**src/hdl/sdr_regs.vh**
```
// Purpose: constants of the switch diagnostics readout block
// Assumes: APB byte addresses, 32-bit data, 40 MHz core clock
// Notes: definitions only, no logic
`ifndef SDR_REGS_VH
`define SDR_REGS_VH

// ----------------------------------------------------------------
// Register byte offsets
// ----------------------------------------------------------------
`define SDR_ADDR_CFG0 8'h00
`define SDR_ADDR_CFG1 8'h04
`define SDR_ADDR_FMASK 8'h08
`define SDR_ADDR_STAT0 8'h0c
`define SDR_ADDR_STAT1 8'h10
`define SDR_ADDR_I0 8'h14
`define SDR_ADDR_I1 8'h18
`define SDR_ADDR_V0 8'h1c
`define SDR_ADDR_V1 8'h20
`define SDR_ADDR_T0 8'h24
`define SDR_ADDR_T1 8'h28
`define SDR_ADDR_VBB 8'h2c
`define SDR_ADDR_INT_STAT 8'h30
`define SDR_ADDR_INT_CLR 8'h34
`define SDR_ADDR_INT_EN 8'h38

// ----------------------------------------------------------------
// Field layout and reset values
// ----------------------------------------------------------------
`define SDR_CFG_W 6
`define SDR_CFG_RST 6'h00
`define SDR_CFG_OFF_OL 0
`define SDR_CFG_SVBB 1
`define SDR_CFG_OL_ON 2
`define SDR_CFG_X8 3
`define SDR_CFG_PU_LSB 4
`define SDR_CFG_PU_MSB 5
`define SDR_FMASK_RST 2'h0
`define SDR_STAT_OFF_OL 0
`define SDR_STAT_SHORT 1
`define SDR_STAT_RDY 2
`define SDR_RES_W 10
`define SDR_RES_RST 10'h000
`define SDR_RES_RDY_BIT 15
`define SDR_INT_W 6
`define SDR_INT_RST 6'h00
`define SDR_INT_OL_LSB 0
`define SDR_INT_SH_LSB 2
`define SDR_INT_RDY_LSB 4

// ----------------------------------------------------------------
// Converter sources and timing
// ----------------------------------------------------------------
`define SDR_SRC_W 3
`define SDR_SRC_NUM 7
`define SDR_SRC_I0 3'h0
`define SDR_SRC_LAST 3'h6
`define SDR_OL_ON_LIMIT_CODE 10'h014
`define SDR_CLK_MHZ 40
`define SDR_SVBB_SETTLE_NS 2000
`define SDR_SVBB_SETTLE_CYC ((`SDR_SVBB_SETTLE_NS * `SDR_CLK_MHZ + 999) / 1000)
`define SDR_CNT_W 8

`endif

```
**src/hdl/sdr_chan_diag.v**
```verilog
// Purpose: off-state open-load and short-to-battery check of one channel
// Assumes: comparator result is synchronous to the clock
// Notes: all outputs registered
`include "sdr_regs.vh"

module sdr_chan_diag (
	// Clock and reset
	input wire clk_i,
	input wire rst_n_i,
	// Channel state and configuration
	input wire fet_on_i,
	input wire off_ol_en_i,
	input wire svbb_en_i,
	input wire cmp_above_i,
	// Drive and result
	output reg pullup_en_o,
	output reg pulldown_en_o,
	output reg off_ol_flag_o,
	output reg short_flag_o
);

	reg [`SDR_CNT_W-1:0] cnt_q;
	reg [`SDR_CNT_W-1:0] cnt_d;
	wire detect_on;
	wire settled;

	// ----------------------------------------------------------------
	// Detection window
	// ----------------------------------------------------------------
	assign detect_on = ~fet_on_i & off_ol_en_i;
	assign settled = (cnt_q == `SDR_SVBB_SETTLE_CYC);

	// Settle counter runs only while the pulldown is applied and the output stays high
	always @* begin
		cnt_d = {`SDR_CNT_W{1'b0}};
		if (pulldown_en_o && cmp_above_i) begin
			if (settled)
				cnt_d = cnt_q;
			else
				cnt_d = cnt_q + {{(`SDR_CNT_W-1){1'b0}}, 1'b1};
		end
	end

	// Flags are live: no latching, so a vanished fault clears at once
	always @(posedge clk_i or negedge rst_n_i) begin
		if (!rst_n_i) begin
			cnt_q <= {`SDR_CNT_W{1'b0}};
			pullup_en_o <= 1'b0;
			pulldown_en_o <= 1'b0;
			off_ol_flag_o <= 1'b0;
			short_flag_o <= 1'b0;
		end else begin
			cnt_q <= cnt_d;
			pullup_en_o <= detect_on & ~svbb_en_i;
			pulldown_en_o <= ~fet_on_i & svbb_en_i;
			off_ol_flag_o <= detect_on & cmp_above_i;
			// Output held high against the pulldown long enough means a short
			short_flag_o <= pulldown_en_o & cmp_above_i & settled;
		end
	end

endmodule

```
**src/hdl/sdr_adc_seq.v**
```verilog
// Purpose: round-robin converter multiplexer and result storage
// Assumes: converter answers each start with one done pulse and data
// Notes: source index equals mux select code
`include "sdr_regs.vh"

module sdr_adc_seq (
	// Clock and reset
	input wire clk_i,
	input wire rst_n_i,
	// Converter handshake
	input wire adc_done_i,
	input wire [`SDR_RES_W-1:0] adc_data_i,
	output reg [`SDR_SRC_W-1:0] mux_sel_o,
	output reg adc_start_o,
	// Stored results and new-current events
	output wire [`SDR_SRC_NUM*`SDR_RES_W-1:0] results_o,
	output reg [1:0] new_current_o
);

	localparam ST_IDLE = 2'd0;
	localparam ST_START = 2'd1;
	localparam ST_WAIT = 2'd2;

	reg [1:0] state_q;
	reg [1:0] state_d;
	wire done_now;

	assign done_now = (state_q == ST_WAIT) & adc_done_i;

	// ----------------------------------------------------------------
	// Sequencer
	// ----------------------------------------------------------------
	always @* begin
		case (state_q)
			ST_IDLE: state_d = ST_START;
			ST_START: state_d = ST_WAIT;
			ST_WAIT: state_d = adc_done_i ? ST_IDLE : ST_WAIT;
			default: state_d = ST_IDLE;
		endcase
	end

	// Select changes only between conversions so a sample never mixes sources
	always @(posedge clk_i or negedge rst_n_i) begin
		if (!rst_n_i) begin
			state_q <= ST_IDLE;
			mux_sel_o <= `SDR_SRC_I0;
			adc_start_o <= 1'b0;
			new_current_o <= 2'b00;
		end else begin
			state_q <= state_d;
			adc_start_o <= (state_d == ST_START);
			new_current_o[0] <= done_now & (mux_sel_o == `SDR_SRC_I0);
			new_current_o[1] <= done_now & (mux_sel_o == `SDR_SRC_I0 + 3'h1);
			if (done_now) begin
				if (mux_sel_o == `SDR_SRC_LAST)
					mux_sel_o <= `SDR_SRC_I0;
				else
					mux_sel_o <= mux_sel_o + 3'h1;
			end
		end
	end

	// ----------------------------------------------------------------
	// Result storage, one 10-bit word per source
	// ----------------------------------------------------------------
	genvar k;
	generate
		for (k = 0; k < `SDR_SRC_NUM; k = k + 1) begin : g_res
			reg [`SDR_RES_W-1:0] res_q;
			always @(posedge clk_i or negedge rst_n_i) begin
				if (!rst_n_i)
					res_q <= `SDR_RES_RST;
				else if (done_now && (mux_sel_o == k[`SDR_SRC_W-1:0]))
					res_q <= adc_data_i;
			end
			assign results_o[k*`SDR_RES_W +: `SDR_RES_W] = res_q;
		end
	endgenerate

endmodule

```
**src/hdl/sdr_top.v**
```verilog
// Purpose: two-channel switch diagnostics readout with APB registers
// Assumes: all inputs synchronous to CLOCK_I; APB master holds requests
// Notes: one wait state on every APB access
//
// Design decisions made here: the APB slave port and the register offsets.
`include "sdr_regs.vh"

module sdr_top (
	// Clock and reset
	input wire CLOCK_I,
	input wire NRST_I,
	// APB slave
	input wire PSEL_I,
	input wire PENABLE_I,
	input wire PWRITE_I,
	input wire [7:0] PADDR_I,
	input wire [31:0] PWDATA_I,
	output reg [31:0] PRDATA_O,
	output reg PREADY_O,
	output reg PSLVERR_O,
	// Channel analog front end
	input wire [1:0] FET_ON_I,
	input wire [1:0] CMP_ABOVE_I,
	output wire [1:0] PULLUP_EN_O,
	output reg [3:0] PULLUP_STR_O,
	output wire [1:0] PULLDOWN_EN_O,
	output reg [1:0] SNS_RATIO_LOW_O,
	output reg [1:0] SNS_GAIN_X8_O,
	// Converter
	input wire ADC_DONE_I,
	input wire [9:0] ADC_DATA_I,
	output wire [2:0] ADC_MUX_SEL_O,
	output wire ADC_START_O,
	// Fault and interrupt
	output reg FAULT_INDICATOR_PIN_N_O,
	output reg IRQ_O
);

	// ----------------------------------------------------------------
	// Declarations
	// ----------------------------------------------------------------
	wire apb_acc;
	wire apb_done;
	wire apb_wr;
	wire apb_rd;
	reg [31:0] rdata_d;
	reg addr_ok_d;
	reg [1:0] fault_mask_q;
	reg [`SDR_INT_W-1:0] int_stat_q;
	reg [`SDR_INT_W-1:0] int_en_q;
	reg [`SDR_INT_W-1:0] int_set;
	wire [`SDR_INT_W-1:0] int_clr;
	wire [1:0] off_ol_flag;
	wire [1:0] short_flag;
	wire [1:0] new_current;
	wire [`SDR_SRC_NUM*`SDR_RES_W-1:0] results;
	wire [`SDR_CFG_W-1:0] cfg0;
	wire [`SDR_CFG_W-1:0] cfg1;
	wire [1:0] rdy;
	wire [1:0] ol_rise;
	wire [1:0] sh_rise;

	// ----------------------------------------------------------------
	// APB handshake
	// ----------------------------------------------------------------
	// Registered ready costs one wait state but keeps every output a flop
	assign apb_acc = PSEL_I & PENABLE_I;
	assign apb_done = apb_acc & PREADY_O;
	assign apb_wr = apb_done & PWRITE_I;
	assign apb_rd = apb_done & ~PWRITE_I;

	always @(posedge CLOCK_I or negedge NRST_I) begin
		if (!NRST_I) begin
			PREADY_O <= 1'b0;
			PRDATA_O <= 32'h00000000;
			PSLVERR_O <= 1'b0;
		end else begin
			PREADY_O <= apb_acc & ~PREADY_O;
			if (apb_acc && !PREADY_O) begin
				PRDATA_O <= PWRITE_I ? 32'h00000000 : rdata_d;
				PSLVERR_O <= ~addr_ok_d;
			end else if (apb_done) begin
				PRDATA_O <= 32'h00000000;
				PSLVERR_O <= 1'b0;
			end
		end
	end

	// ----------------------------------------------------------------
	// Per-channel configuration, ready flags and interrupt events
	// ----------------------------------------------------------------
	genvar c;
	generate
		for (c = 0; c < 2; c = c + 1) begin : g_ch
			reg [`SDR_CFG_W-1:0] cfg_q;
			reg rdy_q;
			reg fresh_q;
			reg ol_prev_q;
			reg sh_prev_q;
			wire [7:0] cfg_addr;
			wire [7:0] res_addr;
			wire [`SDR_RES_W-1:0] cur;
			wire rd_hit;
			wire cap_hit;

			assign cfg_addr = c ? `SDR_ADDR_CFG1 : `SDR_ADDR_CFG0;
			assign res_addr = c ? `SDR_ADDR_I1 : `SDR_ADDR_I0;
			assign cur = results[c*`SDR_RES_W +: `SDR_RES_W];
			assign rd_hit = apb_rd & (PADDR_I == res_addr);
			assign cap_hit = apb_acc & ~PREADY_O & ~PWRITE_I & (PADDR_I == res_addr);
			assign rdy[c] = rdy_q;
			assign ol_rise[c] = off_ol_flag[c] & ~ol_prev_q;
			assign sh_rise[c] = short_flag[c] & ~sh_prev_q;

			// Configuration written by software, independent per channel
			always @(posedge CLOCK_I or negedge NRST_I) begin
				if (!NRST_I)
					cfg_q <= `SDR_CFG_RST;
				else if (apb_wr && (PADDR_I == cfg_addr))
					cfg_q <= PWDATA_I[`SDR_CFG_W-1:0];
			end

			// A result landing while a read is in flight keeps the flag set
			always @(posedge CLOCK_I or negedge NRST_I) begin
				if (!NRST_I) begin
					rdy_q <= 1'b0;
					fresh_q <= 1'b0;
				end else begin
					if (new_current[c])
						rdy_q <= 1'b1;
					else if (rd_hit && !fresh_q)
						rdy_q <= 1'b0;
					if (cap_hit)
						fresh_q <= 1'b0;
					else if (new_current[c])
						fresh_q <= 1'b1;
				end
			end

			// Edge memory for the sticky interrupt events
			always @(posedge CLOCK_I or negedge NRST_I) begin
				if (!NRST_I) begin
					ol_prev_q <= 1'b0;
					sh_prev_q <= 1'b0;
				end else begin
					ol_prev_q <= off_ol_flag[c];
					sh_prev_q <= short_flag[c];
				end
			end

			// Sense path controls
			always @(posedge CLOCK_I or negedge NRST_I) begin
				if (!NRST_I) begin
					SNS_RATIO_LOW_O[c] <= 1'b0;
					SNS_GAIN_X8_O[c] <= 1'b0;
					PULLUP_STR_O[2*c +: 2] <= 2'h0;
				end else begin
					// Low ratio only takes hold while the load current is small
					SNS_RATIO_LOW_O[c] <= cfg_q[`SDR_CFG_OL_ON] &
						(cur < `SDR_OL_ON_LIMIT_CODE);
					SNS_GAIN_X8_O[c] <= cfg_q[`SDR_CFG_X8];
					PULLUP_STR_O[2*c +: 2] <= cfg_q[`SDR_CFG_PU_MSB:`SDR_CFG_PU_LSB];
				end
			end

			// Off-state diagnostic of this channel
			sdr_chan_diag u_diag (
				.clk_i(CLOCK_I),
				.rst_n_i(NRST_I),
				.fet_on_i(FET_ON_I[c]),
				.off_ol_en_i(cfg_q[`SDR_CFG_OFF_OL]),
				.svbb_en_i(cfg_q[`SDR_CFG_SVBB]),
				.cmp_above_i(CMP_ABOVE_I[c]),
				.pullup_en_o(PULLUP_EN_O[c]),
				.pulldown_en_o(PULLDOWN_EN_O[c]),
				.off_ol_flag_o(off_ol_flag[c]),
				.short_flag_o(short_flag[c])
			);
		end
	endgenerate

	assign cfg0 = g_ch[0].cfg_q;
	assign cfg1 = g_ch[1].cfg_q;

	// ----------------------------------------------------------------
	// Converter sequencer
	// ----------------------------------------------------------------
	sdr_adc_seq u_adc (
		.clk_i(CLOCK_I),
		.rst_n_i(NRST_I),
		.adc_done_i(ADC_DONE_I),
		.adc_data_i(ADC_DATA_I),
		.mux_sel_o(ADC_MUX_SEL_O),
		.adc_start_o(ADC_START_O),
		.results_o(results),
		.new_current_o(new_current)
	);

	// ----------------------------------------------------------------
	// Fault mask, fault pin and interrupts
	// ----------------------------------------------------------------
	assign int_clr = apb_wr && (PADDR_I == `SDR_ADDR_INT_CLR) ?
		PWDATA_I[`SDR_INT_W-1:0] : `SDR_INT_RST;

	always @* begin
		int_set = `SDR_INT_RST;
		int_set[`SDR_INT_OL_LSB +: 2] = ol_rise;
		int_set[`SDR_INT_SH_LSB +: 2] = sh_rise;
		int_set[`SDR_INT_RDY_LSB +: 2] = new_current;
	end

	// Set beats clear so an event in the clearing cycle is kept
	always @(posedge CLOCK_I or negedge NRST_I) begin
		if (!NRST_I) begin
			fault_mask_q <= `SDR_FMASK_RST;
			int_stat_q <= `SDR_INT_RST;
			int_en_q <= `SDR_INT_RST;
			IRQ_O <= 1'b0;
			FAULT_INDICATOR_PIN_N_O <= 1'b1;
		end else begin
			if (apb_wr && (PADDR_I == `SDR_ADDR_FMASK))
				fault_mask_q <= PWDATA_I[1:0];
			if (apb_wr && (PADDR_I == `SDR_ADDR_INT_EN))
				int_en_q <= PWDATA_I[`SDR_INT_W-1:0];
			int_stat_q <= (int_stat_q & ~int_clr) | int_set;
			IRQ_O <= |(int_stat_q & int_en_q);
			// Pin follows the live open-load flags only, not the short flags; masked channels never pull it low
			FAULT_INDICATOR_PIN_N_O <= ~|(off_ol_flag & ~fault_mask_q);
		end
	end

	// ----------------------------------------------------------------
	// Read decode
	// ----------------------------------------------------------------
	always @* begin
		rdata_d = 32'h00000000;
		addr_ok_d = 1'b1;
		case (PADDR_I)
			`SDR_ADDR_CFG0: rdata_d[`SDR_CFG_W-1:0] = cfg0;
			`SDR_ADDR_CFG1: rdata_d[`SDR_CFG_W-1:0] = cfg1;
			`SDR_ADDR_FMASK: rdata_d[1:0] = fault_mask_q;
			`SDR_ADDR_STAT0: begin
				rdata_d[`SDR_STAT_OFF_OL] = off_ol_flag[0];
				rdata_d[`SDR_STAT_SHORT] = short_flag[0];
				rdata_d[`SDR_STAT_RDY] = rdy[0];
			end
			`SDR_ADDR_STAT1: begin
				rdata_d[`SDR_STAT_OFF_OL] = off_ol_flag[1];
				rdata_d[`SDR_STAT_SHORT] = short_flag[1];
				rdata_d[`SDR_STAT_RDY] = rdy[1];
			end
			`SDR_ADDR_I0: begin
				rdata_d[`SDR_RES_W-1:0] = results[0*`SDR_RES_W +: `SDR_RES_W];
				rdata_d[`SDR_RES_RDY_BIT] = rdy[0];
			end
			`SDR_ADDR_I1: begin
				rdata_d[`SDR_RES_W-1:0] = results[1*`SDR_RES_W +: `SDR_RES_W];
				rdata_d[`SDR_RES_RDY_BIT] = rdy[1];
			end
			`SDR_ADDR_V0: rdata_d[`SDR_RES_W-1:0] = results[2*`SDR_RES_W +: `SDR_RES_W];
			`SDR_ADDR_V1: rdata_d[`SDR_RES_W-1:0] = results[3*`SDR_RES_W +: `SDR_RES_W];
			`SDR_ADDR_T0: rdata_d[`SDR_RES_W-1:0] = results[4*`SDR_RES_W +: `SDR_RES_W];
			`SDR_ADDR_T1: rdata_d[`SDR_RES_W-1:0] = results[5*`SDR_RES_W +: `SDR_RES_W];
			`SDR_ADDR_VBB: rdata_d[`SDR_RES_W-1:0] = results[6*`SDR_RES_W +: `SDR_RES_W];
			`SDR_ADDR_INT_STAT: rdata_d[`SDR_INT_W-1:0] = int_stat_q;
			`SDR_ADDR_INT_CLR: rdata_d = 32'h00000000;
			`SDR_ADDR_INT_EN: rdata_d[`SDR_INT_W-1:0] = int_en_q;
			default: addr_ok_d = 1'b0;
		endcase
	end

endmodule

```
**config.mk**
```make
export PLATFORM = sky130hd
export DESIGN_NAME = sdr_top
export DESIGN_NICKNAME = d
export VERILOG_FILES = /design/src/hdl/sdr_chan_diag.v /design/src/hdl/sdr_adc_seq.v /design/src/hdl/sdr_top.v
export VERILOG_INCLUDE_DIRS = /design/src /design/src/hdl
export SDC_FILE = /design/constraint.sdc
export NUM_CORES = 1
export LEC_CHECK = 0
export ABC_CLOCK_PERIOD_IN_PS = 5000
export BUFFER_PORTS_ARGS = -buffer_cell sky130_fd_sc_hd__buf_2
export CORE_MARGIN = 2
export CORE_UTILIZATION = 23
export CTS_CLUSTER_SIZE = 14
export DETAILED_ROUTE_END_ITERATION = 16
export PLACE_DENSITY = 0.5
export SYNTH_ARGS = -nofsm -noshare
export SYNTH_HDL_FRONTEND = slang
export SYNTH_SLANG_ARGS = --single-unit
export TNS_END_PERCENT = 50
```
**constraint.sdc**
```tcl
create_clock -name CLOCK_I -period 5 [get_ports CLOCK_I]
set_input_delay 1.25 -clock CLOCK_I [delete_from_list [all_inputs] [get_ports CLOCK_I]]
set_output_delay 1.25 -clock CLOCK_I [all_outputs]
set_load 0.02 [all_outputs]
```
==> run_results.csv <==
group,metric,value,unit
run_status,outcome,"complete, no violations",
cts,clock_path_buffers,2,
floorplanning,num_io_pins,112,
routing,wirelength,20.1,mm
timing,hold_violations,0,
synthesis,synth_cells,615,
worst_setup_path,end_kind,"register",
floorplanning,die_area,33600,sq um
timing,setup_viol,0,
cells_and_area,fillers,3286,
routing,drt_iter0_drc,375,
timing,relSlewSlack,0.376,
cts,cts_tree,"yes",
routing,met2_length,9.33,mm
synthesis,synthArstFlopShare,1.00,
floorplanning,fp.dieW,183,microns
cts,cts-root-buf,"clkbuf_16",
power,power.density,420,nW/um^2
timing,layout_min_cycle_time,3.07,ns
routing,wl_met1,9.56,mm
routing,vias,4950,
global_route,antenna_found_initial,1,
floorplanning,coreArea,31600,sq um
worst_setup_path,critPathArrivalTime,3.37,ns
worst_setup_path,crit_path_max_incr_delay,0.57,ns
worst_setup_path,critPathKind,"input pin to register",
cts,post-cts-setup-buffers,0,
synthesis,yosysMostFrequentCell,"dfrtp_1",
worst_hold_path,hp-class,"register to register",
routing,vias_per_cell,4.53,
routing,met3_length,990,microns
timing,tightest_slew,0.935,ns
global_route,grt_use_total,0.123,
cells_and_area,drive_gt1_frac,0.324,
run,drv_cap,0,
worst_setup_path,worst_path_max_delay_cell,"nor2b_1",
cts,numCtsBuffers,17,
worst_setup_path,crit_chain,"buf_2, nor2b_1, nand2_1, nor2_2, mux2_2",
cells_and_area,syn_to_final_growth,16.8,%
worst_setup_path,worstSetupStartpointType,"input pin",
synthesis,synth-edff-count,0,
cts,path_clk_slew,0.06,ns
synthesis,syn_area,7400,sq um
synthesis,synth_largest_area_cell,"dfrtp_1",
routing,topRoutingLayerUsed,"met4",
synthesis,synth_area_leaders,"dfrtp_1, mux2_2, nand2_1",
placed_design,io_buffers,64,
timing,slew_viol_final,0,
cts,cts_resized,0,
timing,fmax,326,MHz
floorplanning,die_h,183,microns
synthesis,synth_common_cells,"dfrtp_1, mux2_2, nand2_1",
routing,drc_errors,0,
floorplanning,num_rows,65,
synthesis,ys.flop_type,"dfrtp_1",
worst_setup_path,required,5.31,ns
power,power.total,3.62,mW
cts,clkLatencyLatePin,0.43,ns
synthesis,synth.avg_cell_area,12.0,sq um
timing,finalSetupTns,0,ns
floorplanning,start_util,0.234,
cts,cts_sinks,158,
synthesis,synth_top_area_frac,0.531,
timing,grt_setup_unrepaired,"false",
global_route,grt_pass1_wl,31.1,mm
timing,finalCritPeriodShare,0.614,
synthesis,seq_area_frac_synth,0.535,
routing,firstDrtPassIters,5,
global_route,gr-total-overflow,0,
timing,skew,0.0100,ns
synthesis,ys_types,65,
power,irDropWorstVdd,235,uV
cells_and_area,final_util,0.273,
synthesis,yosys_warnings,0,
worst_setup_path,path_max_fanout,30,
cts,ctsHoldBuffers,0,
placed_design,gp_congestion,0.803,
cells_and_area,final_nets,742,
synthesis,ys_ff_latch,158,
routing,routedWlPerCell,18.4,microns
global_route,grt_pass1_vias,5012,
power,leakage,3.86,nW
placed_design,place_hpwl,14.1,mm
global_route,grt_max_degree,94,
routing,ant_nets,0,
cts,htreeDepth,4,
==> worst paths after layout <==
path                                  start                       to  slack (ns)  cells after the start
max reg2reg                u_adc.state_q[1]  u_adc.g_res[1].res_q[8]        2.76                      5
max                              PADDR_I[3]                  cfg1[0]        1.93                      5
min reg2reg                         cfg0[4]          PULLUP_STR_O[0]        0.42                      0
min in group asynchronous            NRST_I              PRDATA_O[4]        0.89                      1
max in group asynchronous            NRST_I  u_adc.g_res[4].res_q[1]        3.25                      2
min                                 cfg0[4]          PULLUP_STR_O[0]        0.42                      0
==> cell type report <==
class                   instances  area (sq um)  share of cell area
clock buffers                  20           457              0.0529
inverters                      14          52.6             0.00608
diodes                          1          2.50            0.000290
clock inverters                11           109              0.0126
repair buffers                 69           377              0.0436
multi-input cells             417          3180               0.368
well taps                     402           503              0.0582
flip-flops and latches        158          3960               0.458
==> sequential cells by signal, indices dropped and copies added, names as in the netlist, 2 cells and up <==
signal / count
int_stat_q: 6
g_ch.sh_prev_q: 2
g_ch.u_diag.pulldown_en_o: 2
g_ch.u_diag.pullup_en_o: 2
u_adc.g_res.res_q: 70
g_ch.fresh_q: 2
g_ch.rdy_q: 2
g_ch.ol_prev_q: 2
u_adc.new_current_o: 2
cfg0: 6
PULLUP_STR_O: 4
SNS_GAIN_X8_O: 2
u_adc.mux_sel_o: 3
g_ch.u_diag.off_ol_flag_o: 2
int_en_q: 6
g_ch.u_diag.cnt_q: 16
cfg1: 6
fault_mask_q: 2
SNS_RATIO_LOW_O: 2
PRDATA_O: 11
u_adc.state_q: 2
g_ch.u_diag.short_flag_o: 2
==> stage by stage <==
stage	cell area [sq um]	hold slack [ns]	instances	setup slack, ns
after floorplan	7470	0.365	635	2.26
after global routing	8640	0.434	1091	1.91
after global placement	8070	0.409	1060	1.56
final	8640	0.418	1092	1.93
after CTS	8640	0.425	1091	2.01
after detailed placement	8070	0.408	1060	1.55
==> worst max-delay path: cells and delay by family <==
family	cells	cell delay, ns
buf+inv	1	0.33
mux	1	0.39
simple gates	3	1.37
==> per-layer routing <==
layer | track usage | up-vias
met4 | 0.0346 | 0
met5 | 0 | -
met3 | 0.0300 | 11
met2 | 0.194 | 133
li1 | - | 2304
met1 | 0.169 | 2502
==> cell usage in the layout (no fill, tap or decap), types with 5 or more instances in the layout <==
| cell type | Yosys | final |
|---|---|---|
| a22o_1 | 5 | 5 |
| clkinv_4 | 0 | 5 |
| dfrtp_1 | 157 | 157 |
| clkbuf_16 | 0 | 17 |
| nand2_1 | 54 | 54 |
| buf_2 | 14 | 63 |
| nor3_1 | 7 | 6 |
| mux2_2 | 107 | 107 |
| nor2_1 | 45 | 45 |
| nor2b_1 | 6 | 6 |
| o21ai_0 | 12 | 12 |
| a21oi_1 | 12 | 12 |
| inv_1 | 14 | 14 |
| nand3_1 | 15 | 15 |
| a32oi_1 | 6 | 6 |
| conb_1 | 1 | 21 |
| mux2i_1 | 9 | 9 |
| xor2_1 | 8 | 8 |
| ha_1 | 5 | 5 |
| nand4_1 | 6 | 6 |
| a22oi_1 | 16 | 16 |
==> kinds of logic after synthesis <==
| kind of cell | count (synthesis) | share of synthesized area |
|---|---|---|
| adder cells (fa/ha/maj) | 5 | 0.00846 |
| AO/OA/AOI/OAI | 82 | 0.0778 |
| multiplexers | 120 | 0.187 |
| AND/OR/NAND/NOR | 177 | 0.131 |
| buffers and inverters | 60 | 0.0460 |
| XOR/XNOR | 12 | 0.0142 |
| flip-flops | 158 | 0.535 |
| other | 1 | 0.000507 |
==> report_power, final <==
group          internal (mW)  switching (mW)
combinational          0.331           0.288
sequential              1.56           0.195
clock                  0.714           0.540
No activity file was read; power rests on OpenSTA's default activity.
